--- config.mk ---
export PLATFORM = sky130hd
export DESIGN_NAME = pcg_gate_ctrl
export DESIGN_NICKNAME = d
export VERILOG_FILES = /design/src/hdl/pcg_pkg.sv /design/src/hdl/pcg_gate_cell.sv /design/src/hdl/pcg_gate_ctrl.sv
export SDC_FILE = /design/constraint.sdc
export NUM_CORES = 1
export LEC_CHECK = 0
export BUFFER_PORTS_ARGS = -buffer_cell sky130_fd_sc_hd__buf_4
export CORE_MARGIN = 10
export CORE_UTILIZATION = 49
export DETAILED_ROUTE_END_ITERATION = 10
export GPL_ROUTABILITY_DRIVEN = 1
export PLACE_DENSITY = 0.77
export SLEW_MARGIN = 20
export SYNTH_ARGS = -nofsm -noshare
export SYNTH_HDL_FRONTEND = slang
export SYNTH_SLANG_ARGS = --single-unit
--- constraint.sdc ---
create_clock -name clk_sys -period 5.8 [get_ports clk_sys]
set_input_delay 1.16 -clock clk_sys [delete_from_list [all_inputs] [get_ports clk_sys]]
set_output_delay 1.16 -clock clk_sys [all_outputs]
set_load 0.01 [all_outputs]
--- src/hdl/pcg_pkg.sv ---
// Shared constants for the peripheral clock gating block, set one.
// Assumes a 12-bit register offset space on the system control port.
package pcg_pkg;

	// ----------------------------------------------------------------
	// Register offsets
	// ----------------------------------------------------------------
	localparam logic [11:0] PCG_RUN_OFF = 12'h104;
	localparam logic [11:0] PCG_SLP_OFF = 12'h114;
	localparam logic [11:0] PCG_DSL_OFF = 12'h124;

	// ----------------------------------------------------------------
	// Field layout
	// ----------------------------------------------------------------
	localparam logic [31:0] PCG_RESET   = 32'h0000_0000;
	localparam logic [31:0] PCG_WR_MASK = 32'h070f_5037;
	localparam int          PCG_UNITS   = 14;

	// Unit index to bit position in every gating register
	localparam logic [4:0] PCG_BIT_ASYNC0 = 5'h00;
	localparam logic [4:0] PCG_BIT_ASYNC1 = 5'h01;
	localparam logic [4:0] PCG_BIT_ASYNC2 = 5'h02;
	localparam logic [4:0] PCG_BIT_SYNC0  = 5'h04;
	localparam logic [4:0] PCG_BIT_SYNC1  = 5'h05;
	localparam logic [4:0] PCG_BIT_TWO0   = 5'h0c;
	localparam logic [4:0] PCG_BIT_TWO1   = 5'h0e;
	localparam logic [4:0] PCG_BIT_GPC0   = 5'h10;
	localparam logic [4:0] PCG_BIT_GPC1   = 5'h11;
	localparam logic [4:0] PCG_BIT_GPC2   = 5'h12;
	localparam logic [4:0] PCG_BIT_GPC3   = 5'h13;
	localparam logic [4:0] PCG_BIT_CMP0   = 5'h18;
	localparam logic [4:0] PCG_BIT_CMP1   = 5'h19;
	localparam logic [4:0] PCG_BIT_CMP2   = 5'h1a;

	localparam logic [4:0] PCG_UNIT_BIT [PCG_UNITS] = '{
		PCG_BIT_ASYNC0, PCG_BIT_ASYNC1, PCG_BIT_ASYNC2,
		PCG_BIT_SYNC0, PCG_BIT_SYNC1, PCG_BIT_TWO0, PCG_BIT_TWO1,
		PCG_BIT_GPC0, PCG_BIT_GPC1, PCG_BIT_GPC2, PCG_BIT_GPC3,
		PCG_BIT_CMP0, PCG_BIT_CMP1, PCG_BIT_CMP2};

	// ----------------------------------------------------------------
	// Power modes
	// ----------------------------------------------------------------
	typedef enum logic [1:0] {
		PCG_MODE_RUN,
		PCG_MODE_SLEEP,
		PCG_MODE_DEEP
	} pcg_mode_t;

endpackage

--- src/hdl/pcg_gate_cell.sv ---
// One unit's clock enable: picks the run bit, or with auto_sel on the bit of the current mode,
// and registers it. Assumes a clock gate cell downstream.
`timescale 1ns/1ps
`default_nettype none
module pcg_gate_cell
	import pcg_pkg::*;
(
	// Clock and reset
	input  wire logic      clk_sys,
	input  wire logic      rst_n,
	// Gating bits of the three registers
	input  wire logic      run_bit,
	input  wire logic      slp_bit,
	input  wire logic      dsl_bit,
	// Mode selection
	input  wire logic      auto_sel,
	input  wire pcg_mode_t mode,
	// Registered enable
	output logic           en
);

	typedef struct packed {
		logic en;
	} pcg_cell_t;

	pcg_cell_t st_r;
	pcg_cell_t st_nxt;

	always_comb begin
		st_nxt = st_r;
		// Run bits rule unless automatic gating is on outside run mode
		if (!auto_sel || mode == PCG_MODE_RUN) begin
			st_nxt.en = run_bit;
		end else if (mode == PCG_MODE_SLEEP) begin
			st_nxt.en = slp_bit;
		end else begin
			st_nxt.en = dsl_bit;
		end
	end

	// Registered so the enable only moves right after an edge,
	// which keeps the downstream gate free of glitches.
	always_ff @(posedge clk_sys or negedge rst_n) begin
		if (!rst_n) begin
			st_r <= '0;
		end else begin
			st_r <= st_nxt;
		end
	end

	assign en = st_r.en;

endmodule
`default_nettype wire

--- src/hdl/pcg_gate_ctrl.sv ---
// Peripheral clock gating, set one: three gating registers and the
// per-unit clock enables and access fault checks.
// Assumes a single-cycle register port and synchronous inputs.
`timescale 1ns/1ps
`default_nettype none
module pcg_gate_ctrl
	import pcg_pkg::*;
(
	// Clock and reset
	input  wire logic        clk_sys,
	input  wire logic        rst_n,
	// Register port
	input  wire logic        reg_req,
	input  wire logic        reg_wr,
	input  wire logic [11:0] reg_addr,
	input  wire logic [31:0] reg_wdata,
	output logic      [31:0] reg_rdata,
	output logic             reg_ack,
	// Mode inputs
	input  wire logic        auto_gating_select,
	input  wire pcg_mode_t   pwr_mode,
	// Peripheral access check
	input  wire logic        per_req,
	input  wire logic [3:0]  per_unit,
	output logic             per_fault,
	output logic             per_ok,
	// Unit clock enables
	output logic             async_port0_gate,
	output logic             async_port1_gate,
	output logic             async_port2_gate,
	output logic             sync_serial0_gate,
	output logic             sync_serial1_gate,
	output logic             two_wire0_gate,
	output logic             two_wire1_gate,
	output logic             gp_counter0_gate,
	output logic             gp_counter1_gate,
	output logic             gp_counter2_gate,
	output logic             gp_counter3_gate,
	output logic             analog_cmp0_gate,
	output logic             analog_cmp1_gate,
	output logic             analog_cmp2_gate
);

	// ----------------------------------------------------------------
	// State
	// ----------------------------------------------------------------
	typedef struct packed {
		logic [31:0] run_gate;
		logic [31:0] slp_gate;
		logic [31:0] dsl_gate;
		logic [31:0] rdata;
		logic        ack;
	} pcg_state_t;

	pcg_state_t st_r;
	pcg_state_t st_nxt;

	logic [PCG_UNITS-1:0] unit_en;
	logic                 unit_hit;

	// ----------------------------------------------------------------
	// Register file
	// ----------------------------------------------------------------
	always_comb begin
		st_nxt     = st_r;
		st_nxt.ack = reg_req;
		if (reg_req && reg_wr) begin
			// Reserved positions ignore writes
			if (reg_addr == PCG_RUN_OFF) begin
				st_nxt.run_gate = reg_wdata & PCG_WR_MASK;
			end else if (reg_addr == PCG_SLP_OFF) begin
				st_nxt.slp_gate = reg_wdata & PCG_WR_MASK;
			end else if (reg_addr == PCG_DSL_OFF) begin
				st_nxt.dsl_gate = reg_wdata & PCG_WR_MASK;
			end
		end
		if (reg_req && !reg_wr) begin
			if (reg_addr == PCG_RUN_OFF) begin
				st_nxt.rdata = st_r.run_gate & PCG_WR_MASK;
			end else if (reg_addr == PCG_SLP_OFF) begin
				st_nxt.rdata = st_r.slp_gate & PCG_WR_MASK;
			end else if (reg_addr == PCG_DSL_OFF) begin
				st_nxt.rdata = st_r.dsl_gate & PCG_WR_MASK;
			end else begin
				// Unmapped offsets read as zero
				st_nxt.rdata = PCG_RESET;
			end
		end
	end

	always_ff @(posedge clk_sys or negedge rst_n) begin
		if (!rst_n) begin
			st_r.run_gate <= PCG_RESET;
			st_r.slp_gate <= PCG_RESET;
			st_r.dsl_gate <= PCG_RESET;
			st_r.rdata    <= PCG_RESET;
			st_r.ack      <= 1'b0;
		end else begin
			st_r <= st_nxt;
		end
	end

	assign reg_rdata = st_r.rdata;
	assign reg_ack   = st_r.ack;

	// ----------------------------------------------------------------
	// Unit enables
	// ----------------------------------------------------------------
	for (genvar u = 0; u < PCG_UNITS; u++) begin : g_unit
		pcg_gate_cell u_cell (
			.clk_sys  (clk_sys),
			.rst_n    (rst_n),
			.run_bit  (st_r.run_gate[PCG_UNIT_BIT[u]]),
			.slp_bit  (st_r.slp_gate[PCG_UNIT_BIT[u]]),
			.dsl_bit  (st_r.dsl_gate[PCG_UNIT_BIT[u]]),
			.auto_sel (auto_gating_select),
			.mode     (pwr_mode),
			.en       (unit_en[u])
		);
	end

	assign async_port0_gate  = unit_en[0];
	assign async_port1_gate  = unit_en[1];
	assign async_port2_gate  = unit_en[2];
	assign sync_serial0_gate = unit_en[3];
	assign sync_serial1_gate = unit_en[4];
	assign two_wire0_gate    = unit_en[5];
	assign two_wire1_gate    = unit_en[6];
	assign gp_counter0_gate  = unit_en[7];
	assign gp_counter1_gate  = unit_en[8];
	assign gp_counter2_gate  = unit_en[9];
	assign gp_counter3_gate  = unit_en[10];
	assign analog_cmp0_gate  = unit_en[11];
	assign analog_cmp1_gate  = unit_en[12];
	assign analog_cmp2_gate  = unit_en[13];

	// ----------------------------------------------------------------
	// Access check
	// ----------------------------------------------------------------
	// Unit indices past the last unit have no clock and always fault
	assign unit_hit  = (int'(per_unit) < PCG_UNITS) ?
		unit_en[per_unit] : 1'b0;
	assign per_fault = per_req && !unit_hit;
	assign per_ok    = per_req && unit_hit;

	// ----------------------------------------------------------------
	// Checks
	// ----------------------------------------------------------------
	logic [PCG_UNITS-1:0] src_sel;
	logic [PCG_UNITS-1:0] run_map;
	logic [PCG_UNITS-1:0] slp_map;

	always_comb begin
		src_sel = '0;
		run_map = '0;
		slp_map = '0;
		for (int i = 0; i < PCG_UNITS; i++) begin
			run_map[i] = st_r.run_gate[PCG_UNIT_BIT[i]];
			slp_map[i] = st_r.slp_gate[PCG_UNIT_BIT[i]];
			if (!auto_gating_select || pwr_mode == PCG_MODE_RUN) begin
				src_sel[i] = st_r.run_gate[PCG_UNIT_BIT[i]];
			end else if (pwr_mode == PCG_MODE_SLEEP) begin
				src_sel[i] = st_r.slp_gate[PCG_UNIT_BIT[i]];
			end else begin
				src_sel[i] = st_r.dsl_gate[PCG_UNIT_BIT[i]];
			end
		end
	end

	reset_clear_a: assert property (@(posedge clk_sys)
		$rose(rst_n) |-> unit_en == '0 && st_r.run_gate == '0)
		else $error("unit enables not clear after reset");

	unit_follow_a: assert property (@(posedge clk_sys)
		disable iff (!rst_n)
		$past(rst_n) |-> unit_en == $past(src_sel))
		else $error("unit enable does not follow selected bit");

	fault_gate_a: assert property (@(posedge clk_sys)
		disable iff (!rst_n)
		per_req |-> (per_fault != per_ok) &&
			(per_fault == !(per_unit < 4'hE && unit_en[per_unit])))
		else $error("fault answer disagrees with unit enable");

	run_rules_a: assert property (@(posedge clk_sys)
		disable iff (!rst_n)
		$past(rst_n) && $past(!auto_gating_select) |->
			unit_en == $past(run_map))
		else $error("run gating not applied without auto select");

	deep_read_a: assert property (@(posedge clk_sys)
		disable iff (!rst_n)
		reg_req && !reg_wr && reg_addr == 12'h124 |=>
			reg_ack && reg_rdata == $past(st_r.dsl_gate))
		else $error("deep-sleep register readback wrong");

	sleep_wr_a: assert property (@(posedge clk_sys)
		disable iff (!rst_n)
		reg_req && reg_wr && reg_addr == 12'h114 |=>
			st_r.slp_gate == ($past(reg_wdata) & 32'h070f_5037))
		else $error("sleep register write lost");

	rsvd_zero_a: assert property (@(posedge clk_sys)
		disable iff (!rst_n)
		reg_ack |-> (reg_rdata & 32'hf8f0_afc8) == 32'h0)
		else $error("reserved bits read nonzero");

	timer_bits_a: assert property (@(posedge clk_sys)
		disable iff (!rst_n)
		reg_req && reg_wr && reg_addr == 12'h104 &&
		!auto_gating_select ##1 !auto_gating_select |=>
			gp_counter3_gate == $past(reg_wdata[19], 2) &&
			gp_counter0_gate == $past(reg_wdata[16], 2))
		else $error("counter gate not on its run bit");

	serial_bits_a: assert property (@(posedge clk_sys)
		disable iff (!rst_n)
		reg_req && reg_wr && reg_addr == 12'h104 &&
		!auto_gating_select ##1 !auto_gating_select |=>
			two_wire1_gate == $past(reg_wdata[14], 2) &&
			sync_serial0_gate == $past(reg_wdata[4], 2) &&
			async_port2_gate == $past(reg_wdata[2], 2))
		else $error("serial unit gate not on its run bit");

	cmp_bits_a: assert property (@(posedge clk_sys)
		disable iff (!rst_n)
		reg_req && reg_wr && reg_addr == 12'h104 &&
		!auto_gating_select ##1 !auto_gating_select |=>
			analog_cmp2_gate == $past(reg_wdata[26], 2) &&
			analog_cmp0_gate == $past(reg_wdata[24], 2) &&
			async_port0_gate == $past(reg_wdata[0], 2))
		else $error("comparator gate not on its run bit");

	ack_pulse_a: assert property (@(posedge clk_sys)
		disable iff (!rst_n)
		reg_ack == $past(reg_req))
		else $error("register answer not one cycle after request");

	run_write_a: assert property (@(posedge clk_sys)
		disable iff (!rst_n)
		reg_req && reg_wr && reg_addr == 12'h104 |=>
			st_r.run_gate == ($past(reg_wdata) & 32'h070f_5037))
		else $error("run register write lost");

	deep_write_a: assert property (@(posedge clk_sys)
		disable iff (!rst_n)
		reg_req && reg_wr && reg_addr == 12'h124 |=>
			st_r.dsl_gate == ($past(reg_wdata) & 32'h070f_5037))
		else $error("deep-sleep register write lost");

	rsvd_store_a: assert property (@(posedge clk_sys)
		disable iff (!rst_n)
		reg_req && reg_wr |=> ((st_r.run_gate | st_r.slp_gate |
			st_r.dsl_gate) & 32'hf8f0_afc8) == 32'h0)
		else $error("reserved bit stored a written one");

	unmapped_write_a: assert property (@(posedge clk_sys)
		disable iff (!rst_n)
		reg_req && reg_wr && reg_addr != 12'h104 &&
		reg_addr != 12'h114 && reg_addr != 12'h124 |=>
			$stable(st_r.run_gate) && $stable(st_r.slp_gate) &&
			$stable(st_r.dsl_gate))
		else $error("write to unmapped offset changed a register");

	sleep_apply_a: assert property (@(posedge clk_sys)
		disable iff (!rst_n)
		$past(rst_n) && $past(auto_gating_select) &&
		$past(pwr_mode) == PCG_MODE_SLEEP |-> unit_en == $past(slp_map))
		else $error("sleep gating not applied with auto select");

	deep_sleep_c: cover property (@(posedge clk_sys)
		disable iff (!rst_n)
		auto_gating_select && pwr_mode == PCG_MODE_DEEP ##1 |unit_en);

	fault_seen_c: cover property (@(posedge clk_sys)
		disable iff (!rst_n)
		per_fault ##2 per_ok);

	sleep_read_c: cover property (@(posedge clk_sys)
		disable iff (!rst_n)
		reg_req && !reg_wr && reg_addr == PCG_SLP_OFF ##1 reg_rdata != '0);

	sleep_apply_c: cover property (@(posedge clk_sys)
		disable iff (!rst_n)
		auto_gating_select && pwr_mode == PCG_MODE_SLEEP ##1
			unit_en != '0);

	run_enable_c: cover property (@(posedge clk_sys)
		disable iff (!rst_n)
		reg_req && reg_wr && reg_addr == PCG_RUN_OFF ##2 |unit_en);

endmodule
`default_nettype wire

==> results of run 1 <==
final cells by class:
class | count | area (sq um)
Fill cell | 530 | 2740
Sequential cell | 71 | 1780
Multi-Input combinational cell | 163 | 1460
Timing Repair Buffer | 68 | 510
Clock buffer | 13 | 159
Tap cell | 80 | 100
Inverter | 2 | 7.51
Clock inverter | 1 | 5.00
worst max-delay path, delay by kind of cell:
family	cells	cell delay (ns)
buffers and inverters	2	0.29
multiplexers	1	0.51
AO/OA/AOI/OAI	2	0.38
AND/OR/NAND/NOR	1	0.16
registers in the layout, summed over array words and instances, names as in the netlist:
name	cells
g_unit.u_cell.en	14
reg_ack	1
reg_rdata	14
run_map	14
slp_map	14
st_r	14
cells in the final DEF, fill, tap and decap left out, types with 2 or more instances in the layout:
cell	n
inv_1	2
mux4_2	2
and2_1	15
clkbuf_1	2
a31oi_1	2
nor4b_4	2
nor2b_1	4
and2b_2	2
nor2_1	2
nand4_2	2
mux2_2	43
clkbuf_8	11
and3_1	3
a221o_1	14
dfrtp_1	71
a22o_1	40
conb_1	18
mux2i_1	4
buf_4	68
per-layer routing:
metal	share of wire, %	track usage (%)	up-vias	wire, um
met2	49	24.5	92	3860
li1	-	-	1052	-
met1	41	18.9	1143	3240
met3	9.0	5.18	13	717
met4	1.4	5.67	0	110
met5	0	0	-	0
per-stage QoR:
step	cells	setup WS, ns
after floorplan	269	2.26
after global placement	384	2.15
after detailed placement	384	2.11
after CTS	398	2.11
after global routing	398	2.04
final	398	2.12
worst max path at each step:
| stage | end | depth (start not counted) | slack [ns] | start |
|---|---|---|---|---|
| finish | per_ok | 6 | 2.12 | per_unit[0] |
| global placement | per_ok | 6 | 2.15 | per_unit[0] |
| detailed placement | per_ok | 6 | 2.11 | per_unit[0] |
| floorplan | per_fault | 5 | 2.26 | per_unit[0] |
| CTS | per_ok | 6 | 2.11 | per_unit[0] |
| global route | per_ok | 6 | 2.04 | per_unit[0] |
cell families after synthesis:
family                 count (synthesis)  synth area share [%]
DFF                                   71                  52.3
AOI/OAI and AO/OA                     60                  15.5
muxes                                 49                  16.8
and+or+nand+nor                       36                  8.55
buffers and inverters                 35                  6.78
other                                  1                 0.110
report_power, final:
group	leakage (nW)	switching, mW	internal (mW)
registers	0.990	0.000768	0.496
clock network	0.0854	0.171	0.174
logic	1.02	0.0422	0.0242
==> flow_metrics.tcl, run 1 <==
set metrics [dict create \
    status "complete, no violations" \
    clkLatencyLatePin_ns 0.34 \
    drc 0 \
    die_x_um 103 \
    dpl_cell_area_sq_um 3850 \
    r2r_start "slp_map[1]$_DFFE_PN0P_" \
    synth_edf_count 0 \
    drt_iter0_drc 86 \
    syn-instance-count 252 \
    crit_path_end_kind "output pin" \
    post-dp-hpwl_um 5550 \
    yosysSeqAreaShare_pct 52.3 \
    max_slew_margin_pct 28.9 \
    hold_path.class "reg2reg" \
    rows 30 \
    power_per_cell_area_nw_per_um2 226 \
    pin_count 105 \
    ys_warn_count 0 \
    holdPathEnd "reg_rdata[2]$_DFFE_PN0P_" \
    ant_nets 0 \
    grt_usage_pct 15.4 \
    ys_async_sr_fraction_pct 100 \
    ys_types 28 \
    syn-cell-area_sq_um 3400 \
    rrSetupSlack_ns 4.74 \
    clock-root-buffer "clkbuf_8" \
    clk_pin_slew_ns 0.07 \
    rsz0062_at_grt "false" \
    cts_hold_buf 0 \
    reg2reg_depth 2 \
    diodes 0 \
    grt_first_pass_wirelength_um 12400 \
    dr_total_vias 2300 \
    grt_remaining_overflow 0 \
    power.total_mw 0.908 \
    crit_arrival_ns 2.52 \
    drive_above_1_share_pct 42.5 \
    max-clock-path-buffers 2 \
    cts_tree "built" \
    final_core_utilization_pct 59.5 \
    hold_slack_ns 0.535 \
    path_max_fanout 6 \
    r2r-end "reg_rdata[1]$_DFFE_PN0P_" \
    drtPass1Iterations 4 \
    num-nets-final 371 \
    setup_viol 0 \
    post_cts_buffers 0 \
    h-tree-depth 3 \
    routedWlPerCell_um 19.9 \
    antenna_found_initial 0 \
    crit_chain "buf_4 > mux4_2 > a221oi_1 > a21oi_1 > and2_1 > buf_4" \
    grt_max_degree 72 \
    wl_um 7920 \
    ir_drop_uv 132 \
    power_leakage_nw 2.10 \
    slowest_delay_ns 0.51 \
    core_area_sq_um 6760 \
    synth_top_flop_cell "dfrtp_1" \
    post_cts_resized 0 \
    die_area_sq_um 10700 \
    drv_cap 0 \
    synth_area_leaders "dfrtp_1, mux2_2, a22o_1" \
    cp-start-kind "input port" \
    synth-seq-cells 71 \
    timing.final.crit_share_pct 63.4 \
    netlist.area_leader.share_pct 52.3 \
    hold_viol 0 \
    fin_tns_setup_ns 0 \
    fin_skew_ns 0.00613 \
    hold-path-cell-count 1 \
    io_buffers 68 \
    ys_top_cells_by_count "dfrtp_1, mux2_2, a22o_1, buf_4, and2_1" \
    tightest_slew_ns 1.06 \
    crit_path_top_delay_cell "mux4_2" \
    fin_crit_ns 3.68 \
    cpMostUsedCell "buf_4" \
    max_freq_ghz 0.272 \
    post-synth-top-area-cell "dfrtp_1" \
    syn_avg_cell_area_sq_um 13.5 \
    die_y_um 103 \
    cts-buffers-inserted 9 \
    place_congestion 0.722 \
    via_per_inst 5.78 \
    hold_path_startpoint "run_map[2]$_DFFE_PN0P_" \
    yosysMostFrequentCell "dfrtp_1" \
    drv_slew 0 \
    required_ns 4.64 \
    numClockSinks 71 \
    initial_core_util_pct 50.3 \
    path_class "in2out" \
    finish.instance_area_sq_um 4020 \
    area_growth_pct 18.3 \
    grt_pass1_vias 2410 \
]
No activity file was read; power rests on OpenSTA's default activity.
==> run 2: changes to the inputs <==
--- a/config.mk
+++ b/config.mk
@@ -7,10 +7,10 @@
 export LEC_CHECK = 0
 export BUFFER_PORTS_ARGS = -buffer_cell sky130_fd_sc_hd__buf_4
 export CORE_MARGIN = 10
-export CORE_UTILIZATION = 49
+export CORE_UTILIZATION = 46
 export DETAILED_ROUTE_END_ITERATION = 10
 export GPL_ROUTABILITY_DRIVEN = 1
-export PLACE_DENSITY = 0.77
+export PLACE_DENSITY = 0.76
 export SLEW_MARGIN = 20
 export SYNTH_ARGS = -nofsm -noshare
 export SYNTH_HDL_FRONTEND = slang
==> constraint.sdc (replaced) <==
create_clock -name clk_sys -period 3.16 [get_ports clk_sys]
set_input_delay 0.632 -clock clk_sys [delete_from_list [all_inputs] [get_ports clk_sys]]
set_output_delay 0.632 -clock clk_sys [all_outputs]
set_load 0.01 [all_outputs]
==> run 2 against run 1 <==
  * Clock power rose by 87%
  * Combinational power increased by 87%
  * Global-route usage is 0.81 points lower
  * Cell area grew 1.7%
  * Critical path depth did not move
  * Setup slack got worse by 1.6 ns
  * Sequential power grew 84%
  * Non-clock buffer count is 6 higher
  * Sequential share of layout area decreased by 0.74 points
  * Clock-buffer cell count fell by 1
  * Critical path type unchanged
  * Highest routed layer unchanged
==> flow_metrics.tcl, run 2 (same netlist as run 1, synthesis figures left out) <==
set metrics [dict create \
    status "complete, no violations" \
    clk_pin_slew_ns 0.07 \
    area_growth_pct 20.3 \
    numClockSinks 71 \
    timing.final.crit_share_pct 82.2 \
    die_y_um 106 \
    die_x_um 106 \
    final_common_cell "buf_4" \
    dr_total_vias 2300 \
    grt_max_degree 72 \
    initial_core_util_pct 47.1 \
    cts_tree "built" \
    hold_viol 0 \
    power_leakage_nw 2.13 \
    final_cell_mix "buf_4, dfrtp_1, mux2_2" \
    rows 31 \
    setup_viol 0 \
    reg2reg_depth 2 \
    grt_first_pass_wirelength_um 13000 \
    top_layer_used "met4" \
    crit_arrival_ns 1.97 \
    cts_hold_buf 0 \
    drv_slew 0 \
    internal_power_mw 1.29 \
    ant_nets 0 \
    ir_drop_uv 260 \
    path_class "in2out" \
    antenna_found_initial 0 \
    dp.cells 409 \
    post-dp-hpwl_um 5800 \
    cts-buffers-inserted 9 \
    clock-root-buffer "clkbuf_8" \
    place_congestion 0.748 \
    required_ns 2.53 \
    clkLatencyLatePin_ns 0.34 \
    wl_um 8160 \
    fin_ws_ns 0.562 \
    max_freq_ghz 0.385 \
    wl_met3_um 638 \
    p_seq_share_pct 54.3 \
    drv_cap 0 \
    core_area_sq_um 7210 \
    routedWlPerCell_um 19.3 \
    hold_slack_ns 0.393 \
    tightest_slew_ns 0.862 \
    path_max_fanout 6 \
    multi_input_area_sq_um 1450 \
    final_cells 422 \
    grt_usage_pct 14.5 \
    rrSetupSlack_ns 2.10 \
    fin_crit_ns 2.60 \
    swShare_pct 23.1 \
    post_cts_resized 0 \
    crit_path_end_kind "output pin" \
    place_ws_ns 0.561 \
    drtPass1Iterations 4 \
    drt-met1-wl_um 3430 \
    final_core_utilization_pct 56.7 \
    finish.instance_area_sq_um 4090 \
    pin_count 105 \
    max_slew_margin_pct 42.5 \
    fin_tns_setup_ns 0 \
    seqCellArea_sq_um 1780 \
    r2r-end "reg_rdata[2]$_DFFE_PN0P_" \
    hold_path.class "in2async" \
    die_area_sq_um 11200 \
    grt_pass1_vias 2455 \
    drc 0 \
    diodes 0 \
    post_cts_buffers 0 \
    cp-start-kind "input port" \
    rsz0062_at_grt "false" \
    via_per_inst 5.45 \
    power_per_cell_area_nw_per_um2 411 \
    power.total_mw 1.68 \
    h-tree-depth 3 \
    drt_iter0_drc 94 \
    fin_skew_ns 0.00787 \
    r2r_start "st_r[35]$_DFFE_PN0P_" \
    max-clock-path-buffers 2 \
    num-nets-final 377 \
    clkPwrFrac_pct 38.4 \
    dpl_cell_area_sq_um 3920 \
    p_comb_share_pct 7.4 \
    p_sw_mw 0.389 \
    grt_remaining_overflow 0 \
    fillCellCount 612 \
    drive_above_1_share_pct 43.3 \
    io_buffers 68 \
    met2RoutedLength_um 3980 \
]
## run 2: cell types whose count changed in the layout (fill, tap and decap cells not counted)
cell / previous run / this run
clkbuf_1: 2 / 0
nor2b_1: 4 / 5
o21ai_0: 1 / 2
nor2b_2: 1 / 0
clkbuf_8: 11 / 12
buf_4: 68 / 74
o21ai_2: 1 / 0
## run 2: per-layer routing
metal  up-vias  global-route usage [%]
met4         0                    5.32
li1       1057                       -
met5         -                       0
met1      1150                    17.1
met3        10                    4.95
met2        83                    24.2
## run 2: worst max-delay path: stages
cell,delay (ns)
buf_4,0.15
mux4_2,0.50
a221oi_1,0.30
a21oi_1,0.08
and2_1,0.16
buf_4,0.14
## run 2: worst max path at each step
stage	startpoint	endpoint	slack (ns)	depth (start not counted)
after global routing	per_unit[0]	per_ok	0.47	6
final	per_unit[0]	per_ok	0.56	6
after detailed placement	per_unit[0]	per_ok	0.56	6
after global placement	per_unit[0]	per_ok	0.56	6
after floorplan	per_unit[0]	per_fault	0.68	5
after CTS	per_unit[0]	per_ok	0.56	6
## run 2: layout make-up
type	instances	area share (%)
multi-input combinational	163	35.6
timing repair buffer	74	13.6
clock buffer	12	4.04
sequential	71	43.5
tap	99	3.03
inverter	2	0.184
clock inverter	1	0.122
## run 2: power by group through the flow
stage	registers [mW]	clock network (mW)	logic, mW
final	0.912	0.645	0.124
after global routing	0.912	0.702	0.137
after CTS	0.912	0.657	0.125
after detailed placement	0.930	0	0.125
after global placement	0.929	0	0.122
after floorplan	0.930	0	0.0609
